[src/core/ofd_cfg.svh]
/*
 * Constants of the overrange and fast-detect block: register offsets,
 * field widths, reset values and serial port framing.
 * Assumes it is included once through its guard, by ofd_pkg.
 */
`ifndef OFD_CFG_SVH
`define OFD_CFG_SVH

`define OFD_ADDR_W 15
`define OFD_SAMPLE_W 14
`define OFD_THR_W 13
`define OFD_DWELL_W 16
`define OFD_VC_N 8
`define OFD_VC_W 3

`define OFD_ADDR_UPPER_P0 15'h0247
`define OFD_ADDR_UPPER_P1 15'h0248
`define OFD_ADDR_LOWER_P0 15'h0249
`define OFD_ADDR_LOWER_P1 15'h024A
`define OFD_ADDR_DWELL_P0 15'h024B
`define OFD_ADDR_DWELL_P1 15'h024C
`define OFD_ADDR_OVR_CLR 15'h0562
`define OFD_ADDR_OVR_STAT 15'h0563

`define OFD_UPPER_RST 13'h1FFF
`define OFD_LOWER_RST 13'h0000
`define OFD_DWELL_RST 16'h0001
`define OFD_CLR_RST 8'h00

`define OFD_SPI_CMD_BITS 5'h10
`define OFD_SPI_ALL_BITS 5'h18
`define OFD_SYNC_SCLK 0
`define OFD_SYNC_CSB 1
`define OFD_SYNC_SDI 2

`endif

[src/core/ofd_pkg.sv]
/*
 * Types shared by the overrange and fast-detect block.
 * Assumes ofd_cfg.svh is on the include path.
 */
package ofd_pkg;

`include "ofd_cfg.svh"

typedef struct packed {
    logic wr;
    logic [`OFD_ADDR_W-1:0] addr;
    logic [7:0] wdata;
} ofd_bus_s;

typedef struct packed {
    logic [2:0] sync1;
    logic [2:0] sync2;
    logic sclk_d;
    logic [4:0] bit_cnt;
    logic [15:0] shift;
    logic rd_mode;
    logic load;
    logic [7:0] tx;
    logic sdo;
    logic sdo_oe;
    ofd_bus_s bus;
} ofd_spi_s;

typedef struct packed {
    logic [`OFD_THR_W-1:0] upper;
    logic [`OFD_THR_W-1:0] lower;
    logic [`OFD_DWELL_W-1:0] dwell;
    logic [`OFD_VC_N-1:0] clr;
    logic [`OFD_VC_N-1:0] sticky;
    logic [`OFD_SAMPLE_W-1:0] mag;
    logic [`OFD_SAMPLE_W-1:0] data;
    logic ctrl_bit;
    logic alarm;
    logic [`OFD_DWELL_W:0] dwell_cnt;
} ofd_core_s;

endpackage

[src/core/ofd_spi.sv]
/*
 * Serial control port slave: 16 instruction bits (read flag, 15-bit
 * address) then 8 data bits, MSB first, sampled on rising sclk, read
 * data shifted out on falling sclk. One byte per chip-select frame.
 * Assumes sclk is at most one eighth of ref_clk so the synchronised
 * edges are seen; pins arrive asynchronously and are synchronised here.
 */
`timescale 1ns/10ps

module ofd_spi
    import ofd_pkg::*;
(
    input wire logic ref_clk,
    input wire logic rst_sync_b,
    input wire logic spi_sclk,
    input wire logic spi_csb,
    input wire logic spi_sdi,
    input wire logic [7:0] rd_data,
    output logic spi_sdo,
    output logic spi_sdo_oe,
    output ofd_bus_s bus
);

    ofd_spi_s st_r;
    ofd_spi_s st_nxt;

    always_comb begin
        logic sclk;
        logic csb;
        logic rise;
        logic fall;
        sclk = st_r.sync2[`OFD_SYNC_SCLK];
        csb = st_r.sync2[`OFD_SYNC_CSB];
        rise = sclk && !st_r.sclk_d;
        fall = !sclk && st_r.sclk_d;
        st_nxt = st_r;
        st_nxt.sync1 = {spi_sdi, spi_csb, spi_sclk};
        st_nxt.sync2 = st_r.sync1;
        st_nxt.sclk_d = sclk;
        st_nxt.bus.wr = 1'b0;
        st_nxt.load = 1'b0;
        if (csb) begin
            st_nxt.bit_cnt = 5'h00;
            st_nxt.rd_mode = 1'b0;
            st_nxt.sdo_oe = 1'b0;
        end else begin
            if (rise && st_r.bit_cnt < `OFD_SPI_ALL_BITS) begin
                st_nxt.shift = {st_r.shift[14:0], st_r.sync2[`OFD_SYNC_SDI]};
                st_nxt.bit_cnt = st_r.bit_cnt + 5'h01;
                if (st_r.bit_cnt == `OFD_SPI_CMD_BITS - 5'h01) begin
                    st_nxt.rd_mode = st_r.shift[14];
                    st_nxt.load = st_r.shift[14];
                    st_nxt.bus.addr = {st_r.shift[13:0], st_r.sync2[`OFD_SYNC_SDI]};
                end
                if (st_r.bit_cnt == `OFD_SPI_ALL_BITS - 5'h01 && !st_r.rd_mode) begin
                    st_nxt.bus.wr = 1'b1;
                    st_nxt.bus.wdata = {st_r.shift[6:0], st_r.sync2[`OFD_SYNC_SDI]};
                end
            end
            // Register the read byte one cycle after the address settles
            if (st_r.load) begin
                st_nxt.tx = rd_data;
            end
            if (fall && st_r.rd_mode && st_r.bit_cnt >= `OFD_SPI_CMD_BITS
                    && st_r.bit_cnt < `OFD_SPI_ALL_BITS) begin
                st_nxt.sdo = st_r.tx[7];
                st_nxt.tx = {st_r.tx[6:0], 1'b0};
                st_nxt.sdo_oe = 1'b1;
            end
        end
    end

    always_ff @(posedge ref_clk or negedge rst_sync_b) begin
        if (!rst_sync_b) begin
            st_r <= '0;
            st_r.sync1 <= 3'h2;
            st_r.sync2 <= 3'h2;
        end else begin
            st_r <= st_nxt;
        end
    end

    assign spi_sdo = st_r.sdo;
    assign spi_sdo_oe = st_r.sdo_oe;
    assign bus = st_r.bus;

endmodule

[src/core/ofd_top.sv]
/*
 * Overrange and fast-detect block: threshold alarm with dwell hysteresis,
 * overrange control bit beside each sample, per virtual converter sticky
 * overrange status; thresholds, dwell and clear set over the serial control port, control bits by the ctrl_bits_en pin.
 * Assumes one converter sample per ref_clk from same-clock logic, with
 * its overrange flag and virtual converter index alongside.
 */
// Overview of operation
// - Alarm output rises as soon as sample magnitude exceeds upper threshold.
// - Alarm falls only after magnitude stays below lower threshold beyond dwell.
// - Upper threshold lives in registers 0x0247 and 0x0248, compared to magnitude.
// - Alarm rises within 28 clocks of the crossing sample.
// - Lower threshold is 13 bits over 0x0249 and 0x024A, compared to magnitude.
// - Threshold code over two to the thirteenth gives fraction of full scale.
// - Dwell time of 1 to 65535 cycles held at 0x024B and 0x024C.
// - Lower comparison uses full converter resolution after pipeline delay.
// - Overrange indicator follows with the same latency as its sample.
// - With control bits enabled, overrange rides in a sample control bit.
// - Overrange per virtual converter sets a sticky bit in 0x0563.
`timescale 1ns/10ps

module ofd_top
    import ofd_pkg::*;
(
    input wire logic ref_clk,
    input wire logic rst_b,
    input wire logic spi_sclk,
    input wire logic spi_csb,
    input wire logic spi_sdi,
    output logic spi_sdo,
    output logic spi_sdo_oe,
    input wire logic [`OFD_SAMPLE_W-1:0] sample_in,
    input wire logic sample_ovr,
    input wire logic [`OFD_VC_W-1:0] sample_vc,
    input wire logic ctrl_bits_en,
    output logic [`OFD_SAMPLE_W-1:0] sample_out,
    output logic sample_ctrl_bit,
    output logic threshold_alarm_output
);

    logic [1:0] rst_pipe_r;
    logic rst_sync_b;
    ofd_bus_s bus;
    logic [7:0] rd_data;
    ofd_core_s st_r;
    ofd_core_s st_nxt;

    // Reset enters asynchronously but is released through two flops
    always_ff @(posedge ref_clk or negedge rst_b) begin
        if (!rst_b) begin
            rst_pipe_r <= 2'h0;
        end else begin
            rst_pipe_r <= {rst_pipe_r[0], 1'b1};
        end
    end

    assign rst_sync_b = rst_pipe_r[1];

    ofd_spi u_spi (
        .ref_clk(ref_clk),
        .rst_sync_b(rst_sync_b),
        .spi_sclk(spi_sclk),
        .spi_csb(spi_csb),
        .spi_sdi(spi_sdi),
        .rd_data(rd_data),
        .spi_sdo(spi_sdo),
        .spi_sdo_oe(spi_sdo_oe),
        .bus(bus)
    );

    // Two's complement magnitude; the most negative code maps exactly to 8192
    function automatic logic [`OFD_SAMPLE_W-1:0] abs_mag(
        input logic [`OFD_SAMPLE_W-1:0] s
    );
        if (s[`OFD_SAMPLE_W-1]) begin
            abs_mag = ~s + 14'h0001;
        end else begin
            abs_mag = s;
        end
    endfunction

    function automatic logic [7:0] hi_part(input logic [15:0] v);
        hi_part = v[15:8];
    endfunction

    // Register read mux; unmapped addresses read zero
    always_comb begin
        rd_data = 8'h00;
        unique case (bus.addr)
            `OFD_ADDR_UPPER_P0: rd_data = st_r.upper[7:0];
            `OFD_ADDR_UPPER_P1: rd_data = hi_part({3'h0, st_r.upper});
            `OFD_ADDR_LOWER_P0: rd_data = st_r.lower[7:0];
            `OFD_ADDR_LOWER_P1: rd_data = hi_part({3'h0, st_r.lower});
            `OFD_ADDR_DWELL_P0: rd_data = st_r.dwell[7:0];
            `OFD_ADDR_DWELL_P1: rd_data = hi_part(st_r.dwell);
            `OFD_ADDR_OVR_CLR: rd_data = st_r.clr;
            `OFD_ADDR_OVR_STAT: rd_data = st_r.sticky & ~st_r.clr;
            default: rd_data = 8'h00;
        endcase
    end

    always_comb begin
        logic [`OFD_DWELL_W:0] dwell_eff;
        logic [`OFD_DWELL_W:0] cnt_inc;
        logic [`OFD_VC_N-1:0] ovr_hit;
        dwell_eff = {1'b0, st_r.dwell};
        cnt_inc = st_r.dwell_cnt + 17'h00001;
        ovr_hit = '0;
        st_nxt = st_r;

        if (bus.wr) begin
            unique case (bus.addr)
                `OFD_ADDR_UPPER_P0: st_nxt.upper[7:0] = bus.wdata;
                `OFD_ADDR_UPPER_P1: st_nxt.upper[12:8] = bus.wdata[4:0];
                `OFD_ADDR_LOWER_P0: st_nxt.lower[7:0] = bus.wdata;
                `OFD_ADDR_LOWER_P1: st_nxt.lower[12:8] = bus.wdata[4:0];
                `OFD_ADDR_DWELL_P0: st_nxt.dwell[7:0] = bus.wdata;
                `OFD_ADDR_DWELL_P1: st_nxt.dwell[15:8] = bus.wdata;
                `OFD_ADDR_OVR_CLR: st_nxt.clr = bus.wdata;
                default: st_nxt.clr = st_r.clr;
            endcase
        end

        // A dwell of zero is outside the legal range and acts as one
        if (st_r.dwell == 16'h0000) begin
            dwell_eff = 17'h00001;
        end

        // Stage 1: magnitude at full resolution, sample and its flag together
        st_nxt.mag = abs_mag(sample_in);
        st_nxt.data = sample_in;
        st_nxt.ctrl_bit = ctrl_bits_en && sample_ovr;

        // Held clear bit forces the sticky bit low until it is released
        ovr_hit[sample_vc] = sample_ovr;
        st_nxt.sticky = (st_r.sticky | ovr_hit) & ~st_r.clr;

        // Stage 2: 13-bit codes sit on the same scale as the magnitude
        if (st_r.mag > {1'b0, st_r.upper}) begin
            st_nxt.alarm = 1'b1;
            st_nxt.dwell_cnt = '0;
        end else if (st_r.alarm) begin
            if (st_r.mag < {1'b0, st_r.lower}) begin
                if (cnt_inc > dwell_eff) begin
                    st_nxt.alarm = 1'b0;
                    st_nxt.dwell_cnt = '0;
                end else begin
                    st_nxt.dwell_cnt = cnt_inc;
                end
            end else begin
                st_nxt.dwell_cnt = '0;
            end
        end else begin
            st_nxt.dwell_cnt = '0;
        end
    end

    always_ff @(posedge ref_clk or negedge rst_sync_b) begin
        if (!rst_sync_b) begin
            st_r <= '0;
            st_r.upper <= `OFD_UPPER_RST;
            st_r.lower <= `OFD_LOWER_RST;
            st_r.dwell <= `OFD_DWELL_RST;
            st_r.clr <= `OFD_CLR_RST;
        end else begin
            st_r <= st_nxt;
        end
    end

    assign sample_out = st_r.data;
    assign sample_ctrl_bit = st_r.ctrl_bit;
    assign threshold_alarm_output = st_r.alarm;

endmodule

[config.mk]
export PLATFORM = sky130hd
export DESIGN_NAME = ofd_top
export DESIGN_NICKNAME = d
export VERILOG_FILES = /design/src/core/ofd_pkg.sv /design/src/core/ofd_spi.sv /design/src/core/ofd_top.sv
export VERILOG_INCLUDE_DIRS = /design/src /design/src/core
export SDC_FILE = /design/constraint.sdc
export NUM_CORES = 1
export LEC_CHECK = 0
export BUFFER_PORTS_ARGS = -buffer_cell sky130_fd_sc_hd__clkbuf_2
export CORE_MARGIN = 2
export CORE_UTILIZATION = 60
export DETAILED_ROUTE_END_ITERATION = 6
export PLACE_DENSITY = 0.86
export SYNTH_ARGS = -nofsm -noshare
export SYNTH_HDL_FRONTEND = slang
export SYNTH_SLANG_ARGS = --single-unit
[constraint.sdc]
create_clock -name ref_clk -period 12.1 [get_ports ref_clk]
set_input_delay 2.42 -clock ref_clk [delete_from_list [all_inputs] [get_ports ref_clk]]
set_output_delay 2.42 -clock ref_clk [all_outputs]
set_load 0.005 [all_outputs]
# Word level (Yosys, flattened, before mapping)
# Cells that the tools add are included.
[totals]
mem_count = 0
elab_cells = 109
in_bits = 24
out_inout_bits = 18
rom_bits = 0
latch_bits = 0
register_bits = 171
ram_bits = 0
[classes]
order_cmp = 7
bitwise_logic = 7
reduce_logical = 30
n_mul = 0
n_eq_ne = 10
n_mux = 25
shifts = 0
add_sub_neg = 3
div = 0
[op_table]
columns = ["cell", "count"]
rows = [
  ["== test 15 x 10 -> 1 bit (second input constant)", 6],
  ["one-hot mux 8 bit (8 select lines)", 1],
  ["2-to-1 mux 17 bit", 3],
  ["2-to-1 mux 24 bit", 2],
  ["== test 15 x 11 -> 1 bit (second input constant)", 2],
  ["bitwise AND 8 bit", 3],
  ["2-to-1 mux 23 bit", 1],
  ["AND reduction 2 bit", 11],
  ["2-to-1 mux 10 bit", 2],
  ["2-to-1 mux 18 bit", 1],
  ["adder 17 x 1 -> 17 bit (second input constant)", 1],
  ["greater-than comparator 17 bit", 1],
  ["zero test 16 bit", 1],
  ["2-to-1 mux 16 bit", 1],
  ["2-to-1 mux 8 bit", 2],
  ["2-to-1 mux 15 bit", 1],
  ["adder 14 x 1 -> 14 bit (second input constant)", 1],
  ["greater-than comparator 14 x 13 -> 1 bit", 1],
  ["less-than comparator 14 x 13 -> 1 bit", 1],
  ["2-to-1 mux 14 bit", 1],
  ["NOT 14 bit", 1],
  ["logical AND 1 bit", 9],
  ["NOT 8 bit", 1],
  ["OR 8 bit", 1],
  ["15 further kinds", 27],
]

# Logic depth before layout (Yosys ltp)
# Gate-level depths: netlist of run 1.
[depth]
word_depth = 7
ltp_mapped = 14
depth_no_buf = 12

# By module
# Synthesis of run 1 repeated with hierarchy kept, for this count alone.
[hier_totals]
hier_cells = 734
area_unflattened_um2 = 8597.0
[modules_own_cells]
columns = ["mod", "n_inst", "area_per_inst_um2", "cells_each", "seq_area_each_um2"]
rows = [
  ["ofd_top", 1, 5834.3, 535, 2670.1],
  ["ofd_spi", 1, 2762.6, 199, 1579.0],
]

# Least setup slack after synthesis of run 1
# OpenSTA, ideal clock, no wires.
[synth_path]
path_type = "input-to-reg"
start = "input sample_in[10]"
end = "register st_r[45] (netlist bit)"
t_required_ns = 12.020
slack_ns = 8.671
setup_ns = 0.080
cell_stages = 3
t_arrival_ns = 3.349
path_buffers = 0
path_cell_list = "or4_1 o31ai_1 xnor2_1"
[synth_lines]
columns = ["item", "line", "source"]
rows = [
  ["start: declaration", "ofd_top.sv:32", "input wire logic [`OFD_SAMPLE_W-1:0] sample_in,"],
  ["end signal: assignment", "ofd_top.sv:166", "st_r <= st_nxt;"],
  ["end: declaration", "ofd_top.sv:45", "ofd_core_s st_r;"],
]

# Worst setup path after layout of run 1
[layout_path]
start = "register st_r (netlist bit threshold_alarm_output)"
end = "output threshold_alarm_output"
[layout_lines]
columns = ["item", "line", "source"]
rows = [
  ["end: declaration", "ofd_top.sv:38", "output logic threshold_alarm_output"],
]
# No word-level cell between the ends.

==> impl_metrics.py, run 1 <==
metrics = {
    "run": {
        "drv_cap": 0,
    },
    "critical_path": {
        "slowest_delay_ps": 690,
        "critical_path_arrival_ps": 1340,
        "regToRegStartpoint": "st_r[0]",
        "crit_chain": "clkbuf_2",
        "required_ps": 9680,
        "ff2ff_path_depth": 12,
        "critPathLaunch": "threshold_alarm_output",
        "critPathMaxFanout": 17,
        "setup.worst_path.class": "register to primary output",
        "cp-endpoint": "threshold_alarm_output",
        "cp_num_cells": 1,
        "endpoint_kind": "primary output",
        "reg2reg_setup_slack_ps": 8710,
        "cp_top_family": "flip-flops",
        "cp-start-kind": "register",
        "crit_slowest_cell": "dfrtp_1",
        "path_buf_inv": 1,
        "reg2reg_to": "threshold_alarm_output",
    },
    "synth": {
        "synth_adder_area_share_pct": 6.68,
        "synth_fp_nets": 793,
        "yosysWarnings": 0,
        "syn-cell-area_mm2": 0.00843,
        "synth_compound_area_share_pct": 8.51,
        "synth_xor_area_share_pct": 3.01,
        "ys_ff_latch": 169,
        "synthMuxAreaShare_pct": 12.8,
        "synth_cell_types": 71,
        "syn_avg_cell_area_um2": 11.6,
        "synth_top_family_by_area": "simple AND/OR/NAND/NOR gates",
        "yosys.area.top_type": "dfrtp_1",
        "yosysSeqAreaShare_pct": 50.4,
        "netlist_instances": 724,
        "synth-async-reset-ratio_pct": 100,
        "synth-main-ff-cell": "dfrtp_1",
        "synth_top_area_share_pct": 45.4,
        "synth_edf_count": 0,
        "yosys.area_share.simple_pct": 13.7,
        "synthTopCellsByArea": "dfrtp_1 45%, mux2_2 9.8%, ha_1 6.7%",
    },
    "routing": {
        "vias": 5760,
        "routedWlPerCell_um": 19.3,
        "drc": 0,
        "route.layer.met1.wl_um": 7730,
        "dr_wl_met3_um": 1060,
        "dr.max_layer_used": "met4",
        "via_per_inst": 6.07,
        "routed-wl-met2_um": 9120,
        "postRouteAntennaNets": 0,
        "routed_wl_um": 18300,
        "first_iter_violations": 439,
        "dr.pass1.iters": 7,
    },
    "placement": {
        "port_buffers": 41,
        "dp_hpwl_um": 12900,
        "placed_area_mm2": 0.00869,
        "dp.cells": 917,
        "globalplace.congestion": 0.893,
    },
    "clocking": {
        "cts-root-buf": "clkbuf_16",
        "cts_setup_buffers": 0,
        "cts_resized": 0,
        "clock-sinks": 169,
        "cts_max_path_buffers": 2,
        "cts_buffers": 17,
        "path_clk_slew_ps": 60,
        "cts_tree": "done",
        "cts_hold_buffers": 0,
        "clock_latency_ps": 440,
        "htreeDepth": 4,
    },
    "power": {
        "switchingPower_mw": 0.292,
        "pwr-share-clk_pct": 45.5,
        "power_density_mw_per_mm2": 136,
        "power_frac_comb_pct": 6.2,
        "finalPower_mw": 1.27,
        "leakagePower_nw": 4.21,
        "p_int_mw": 0.975,
        "swShare_pct": 23.1,
        "pwr-share-seq_pct": 48.3,
        "peakVddDrop_uv": 140,
    },
    "timing": {
        "setup_tns_ps": 0,
        "hold_viol_final": 0,
        "period_share_pct": 31.1,
        "skew_ps": 7.58,
        "fmax_ghz": 0.266,
        "slew_violations": 0,
        "finalSetupViolCount": 0,
        "worst_pin_slew_ps": 1050,
        "whs_ps": 236,
        "rsz0062_at_grt": "no",
        "maxSlewHeadroom_pct": 30.3,
        "fin_crit_ps": 3760,
    },
    "layout": {
        "antenna_cells": 0,
        "final_cell_mix": "152 x dfrtp_1, 73 x mux2_2, 57 x inv_1",
        "design_area_mm2": 0.00931,
        "final_common_cell": "dfrtp_1",
        "area_growth_pct": 10.5,
        "drive_gt1_share_pct": 25.9,
        "stdcell_count": 949,
        "nets": 825,
    },
    "global_routing": {
        "grt_pass1_wl_um": 29900,
        "antenna_found_initial": 0,
        "track_usage_pct": 26.2,
        "grt_overflow": 0,
        "grt_max_degree": 88,
        "grt_pass1_vias": 5951,
    },
    "floorplanning": {
        "rows": 43,
        "fp.coreArea_mm2": 0.0138,
        "fp.dieH_um": 123,
        "die-area_mm2": 0.0150,
        "io_pins": 42,
        "start_util_pct": 61.2,
        "die_w_um": 123,
    },
    "min_path": {
        "hp-class": "register to async pin",
    },
    "outcome": {
        "status": "finished clean",
    },
}
-- synth_stat cells (3+ instances only) --
cell type,number
dfrtp_1,153
mux2_2,73
inv_1,57
nand2_1,56
ha_1,45
nor2_1,33
a21oi_1,26
o21ai_0,23
xnor2_1,22
buf_4,16
dfstp_2,16
nand3_1,13
nor3_2,13
nor3_1,12
nor2b_1,10
mux2_1,8
nand2b_1,8
nand4_1,8
clkbuf_1,7
xor2_1,7
a211oi_1,6
and3_1,6
buf_2,6
nor4_1,6
o311ai_0,6
a22oi_1,5
mux2i_1,5
mux4_2,5
nor3b_1,5
o31ai_1,5
a21o_1,4
a221o_1,4
nor4_4,4
nand2_2,3
-- power by group through the flow --
stage	clock network (mW)	logic [mW]	registers (mW)
CTS	0.582	0.0793	0.612
detailed placement	0	0.0781	0.622
global route	0.606	0.0878	0.615
global placement	0	0.0725	0.620
floorplan	0	0.0548	0.619
finish	0.577	0.0783	0.612
-- metrics by stage --
stage / setup WS (ps) / utilization (%)
6_report: 8340 / 67.6
5_1_grt: 8300 / 67.6
4_1_cts: 8350 / 67.6
3_5_place_dp: 8230 / 63.1
3_3_place_gp: 8410 / 63.1
2_1_floorplan: 7070 / -
-- cell families after synthesis --
| kind of cell | count (synthesis) |
|---|---|
| multiplexers | 91 |
| flip-flops | 169 |
| other | 2 |
| AND/OR/NAND/NOR | 196 |
| adder cells (fa/ha/maj) | 45 |
| XOR/XNOR | 29 |
| AO/OA/AOI/OAI | 104 |
| buffers and inverters | 88 |
-- metal layers --
metal	vias to the layer above	global-route usage, %
met4	0	9.84
met3	38	6.18
met1	2897	34.0
met5	-	0
li1	2625	-
met2	200	42.9
-- flip-flops by register name, indices dropped and copies added, names as in the netlist --
| name | count |
|---|---|
| u_spi.spi_sdo_oe | 1 |
| rst_pipe_r | 2 |
| u_spi.st_nxt | 4 |
| st_r | 88 |
| sample_out | 14 |
| u_spi.st_r | 33 |
| sample_ctrl_bit | 1 |
| u_spi.spi_sdo | 1 |
| u_spi.bus | 24 |
| threshold_alarm_output | 1 |
-- cell type report --
cell class	count	area (um2)
Timing Repair Buffer	44	228
Clock inverter	11	173
Sequential cell	169	4250
Tap cell	180	225
Inverter	57	214
Clock buffer	21	450
Multi-Input combinational cell	467	3770
Fill cell	957	4460
-- worst min-delay path by stage --
stage | startpoint | end | depth (start not counted) | slack [ps]
floorplan | rst_pipe_r[0] | rst_pipe_r[1] | 0 | 330
global placement | rst_pipe_r[1] | st_r[36] | 0 | 230
CTS | rst_pipe_r[1] | sample_out[3] | 0 | 250
global route | rst_pipe_r[1] | sample_out[3] | 0 | 280
detailed placement | rst_pipe_r[1] | sample_out[3] | 0 | 240
finish | rst_pipe_r[1] | sample_out[3] | 0 | 240
Note: power is estimated with default switching activity, not from simulation.
==> inputs of run 2 (changes only) <==
Clock period 12.1 ns to 3.9 ns, I/O delays scaled along.
==> impl_metrics.py, run 2 (synthesis gave the netlist of run 1 again) <==
metrics = {
    "routing": {
        "dr.pass1.iters": 4,
        "vias": 5781,
        "via_per_inst": 6.09,
        "first_iter_violations": 386,
        "routedWlPerCell_um": 19.4,
        "postRouteAntennaNets": 0,
        "drc": 0,
        "routed_wl_um": 18400,
    },
    "clocking": {
        "cts_setup_buffers": 0,
        "clock-sinks": 169,
        "cts_buffers": 17,
        "cts_resized": 0,
        "path_clk_slew_ps": 70,
        "cts_max_path_buffers": 2,
        "cts_tree": "done",
        "htreeDepth": 4,
        "cts_hold_buffers": 0,
        "clock_latency_ps": 430,
        "cts-root-buf": "clkbuf_16",
    },
    "layout": {
        "drive_gt1_share_pct": 26.2,
        "nets": 824,
        "final_common_cell": "dfrtp_1",
        "multiInputGateArea_mm2": 0.00377,
        "area_growth_pct": 10.4,
        "n_fill_cell": 961,
        "largest_register": "st_r",
        "final_cell_mix": "152 x dfrtp_1, 73 x mux2_2, 57 x inv_1",
        "largest_reg_flops": 88,
        "seqCellArea_mm2": 0.00425,
    },
    "timing": {
        "fmax_ghz": 0.291,
        "setup_tns_ps": 0,
        "hold_viol_final": 0,
        "slew_violations": 0,
        "skew_ps": 10.7,
        "maxSlewHeadroom_pct": 46.6,
        "whs_ps": 117,
        "fin_crit_ps": 3440,
        "finalSetupViolCount": 0,
        "period_share_pct": 88.2,
        "worst_pin_slew_ps": 800,
        "rsz0062_at_grt": "no",
    },
    "global_routing": {
        "grt_pass1_wl_um": 30600,
        "antenna_found_initial": 1,
        "grt_max_degree": 132,
        "grt_pass1_vias": 6068,
        "grt_overflow": 0,
        "track_usage_pct": 26.6,
    },
    "placement": {
        "dp_hpwl_um": 12600,
        "port_buffers": 41,
        "globalplace.congestion": 0.897,
    },
    "critical_path": {
        "setup.worst_path.class": "register to register",
        "endpoint_kind": "register",
        "regToRegStartpoint": "st_r[0]",
        "critical_path_arrival_ps": 3720,
        "required_ps": 4170,
        "critPathLaunch": "st_r[0]",
        "cp-start-kind": "register",
        "critPathMaxFanout": 17,
    },
    "power": {
        "p_int_mw": 2.86,
        "finalPower_mw": 3.86,
        "power_density_mw_per_mm2": 415,
        "switchingPower_mw": 1.00,
        "peakVddDrop_uv": 310,
        "leakagePower_nw": 4.20,
        "power_frac_comb_pct": 6.4,
        "pwr-share-clk_pct": 44.3,
        "pwr-share-seq_pct": 49.4,
        "swShare_pct": 26.0,
    },
    "floorplanning": {
        "fp.dieH_um": 123,
        "die-area_mm2": 0.0150,
        "io_pins": 42,
        "fp.coreArea_mm2": 0.0138,
        "start_util_pct": 61.2,
        "rows": 43,
        "die_w_um": 123,
    },
    "outcome": {
        "status": "finished clean",
    },
    "run": {
        "drv_cap": 0,
    },
    "min_path": {
        "hp-class": "primary input to async pin",
    },
}
[run 2: final cells by class]
| cell class | count | area share, % |
|---|---|---|
| antenna | 1 | 0.0269 |
| clock buffer | 17 | 4.57 |
| clock inverter | 15 | 1.91 |
| inverter | 57 | 2.30 |
| multi-input combinational | 467 | 40.5 |
| sequential | 169 | 45.7 |
| tap | 180 | 2.42 |
| timing repair buffer | 43 | 2.50 |
[run 2: metal layers]
metal | global-route usage, % | part of all wire [%] | wire (um) | vias up
met3 | 7.53 | 5.4 | 986 | 56
li1 | - | - | - | 2633
met4 | 12.7 | 3.7 | 674 | 0
met5 | 0 | 0 | 0 | -
met2 | 42.4 | 49 | 9030 | 202
met1 | 33.6 | 42 | 7710 | 2890
[run 2: path summary, 6_finish.rpt]
path / to / slack (ps) / depth (start not counted)
worst min register to register: u_spi.st_nxt[60] / 290 / 0
min in group ref_clk: u_spi.st_r[60] / 350 / 0
worst max-delay path: threshold_alarm_output / 460 / 12
max in group asynchronous: st_r[74] / 2600 / 1
worst min-delay path: rst_pipe_r[1] / 120 / 1
worst max register to register: threshold_alarm_output / 460 / 12
[run 2: power by group through the flow]
stage               clock, mW  sequential [mW]  combinational (mW)
detailed placement          0             1.93               0.238
CTS                      1.72             1.90               0.247
finish                   1.71             1.90               0.245
floorplan                   0             1.92               0.170
global placement            0             1.93               0.224
global route             1.79             1.92               0.275
[run 2: through the flow]
step           util, %  worst slack, ps  area, um2  std cells
2_1_floorplan        -             1120       8430        724
3_3_place_gp      63.1              804       8700        916
3_5_place_dp      63.1              584       8700        916
4_1_cts           67.5              541       9300        948
5_1_grt           67.5              246       9300        949
6_report          67.5              459       9300        949
[run 2: critical path, cell delays in order, from the launching register on]
cell,delay [ps]
dfrtp_1,430
ha_1,240
inv_1,80
nor3_1,400
nand3_1,160
xnor2_1,180
ha_1,320
nand4_1,150
nor3_1,300
a211oi_1,120
o211ai_1,120
a21o_1,620
a31oi_1,150
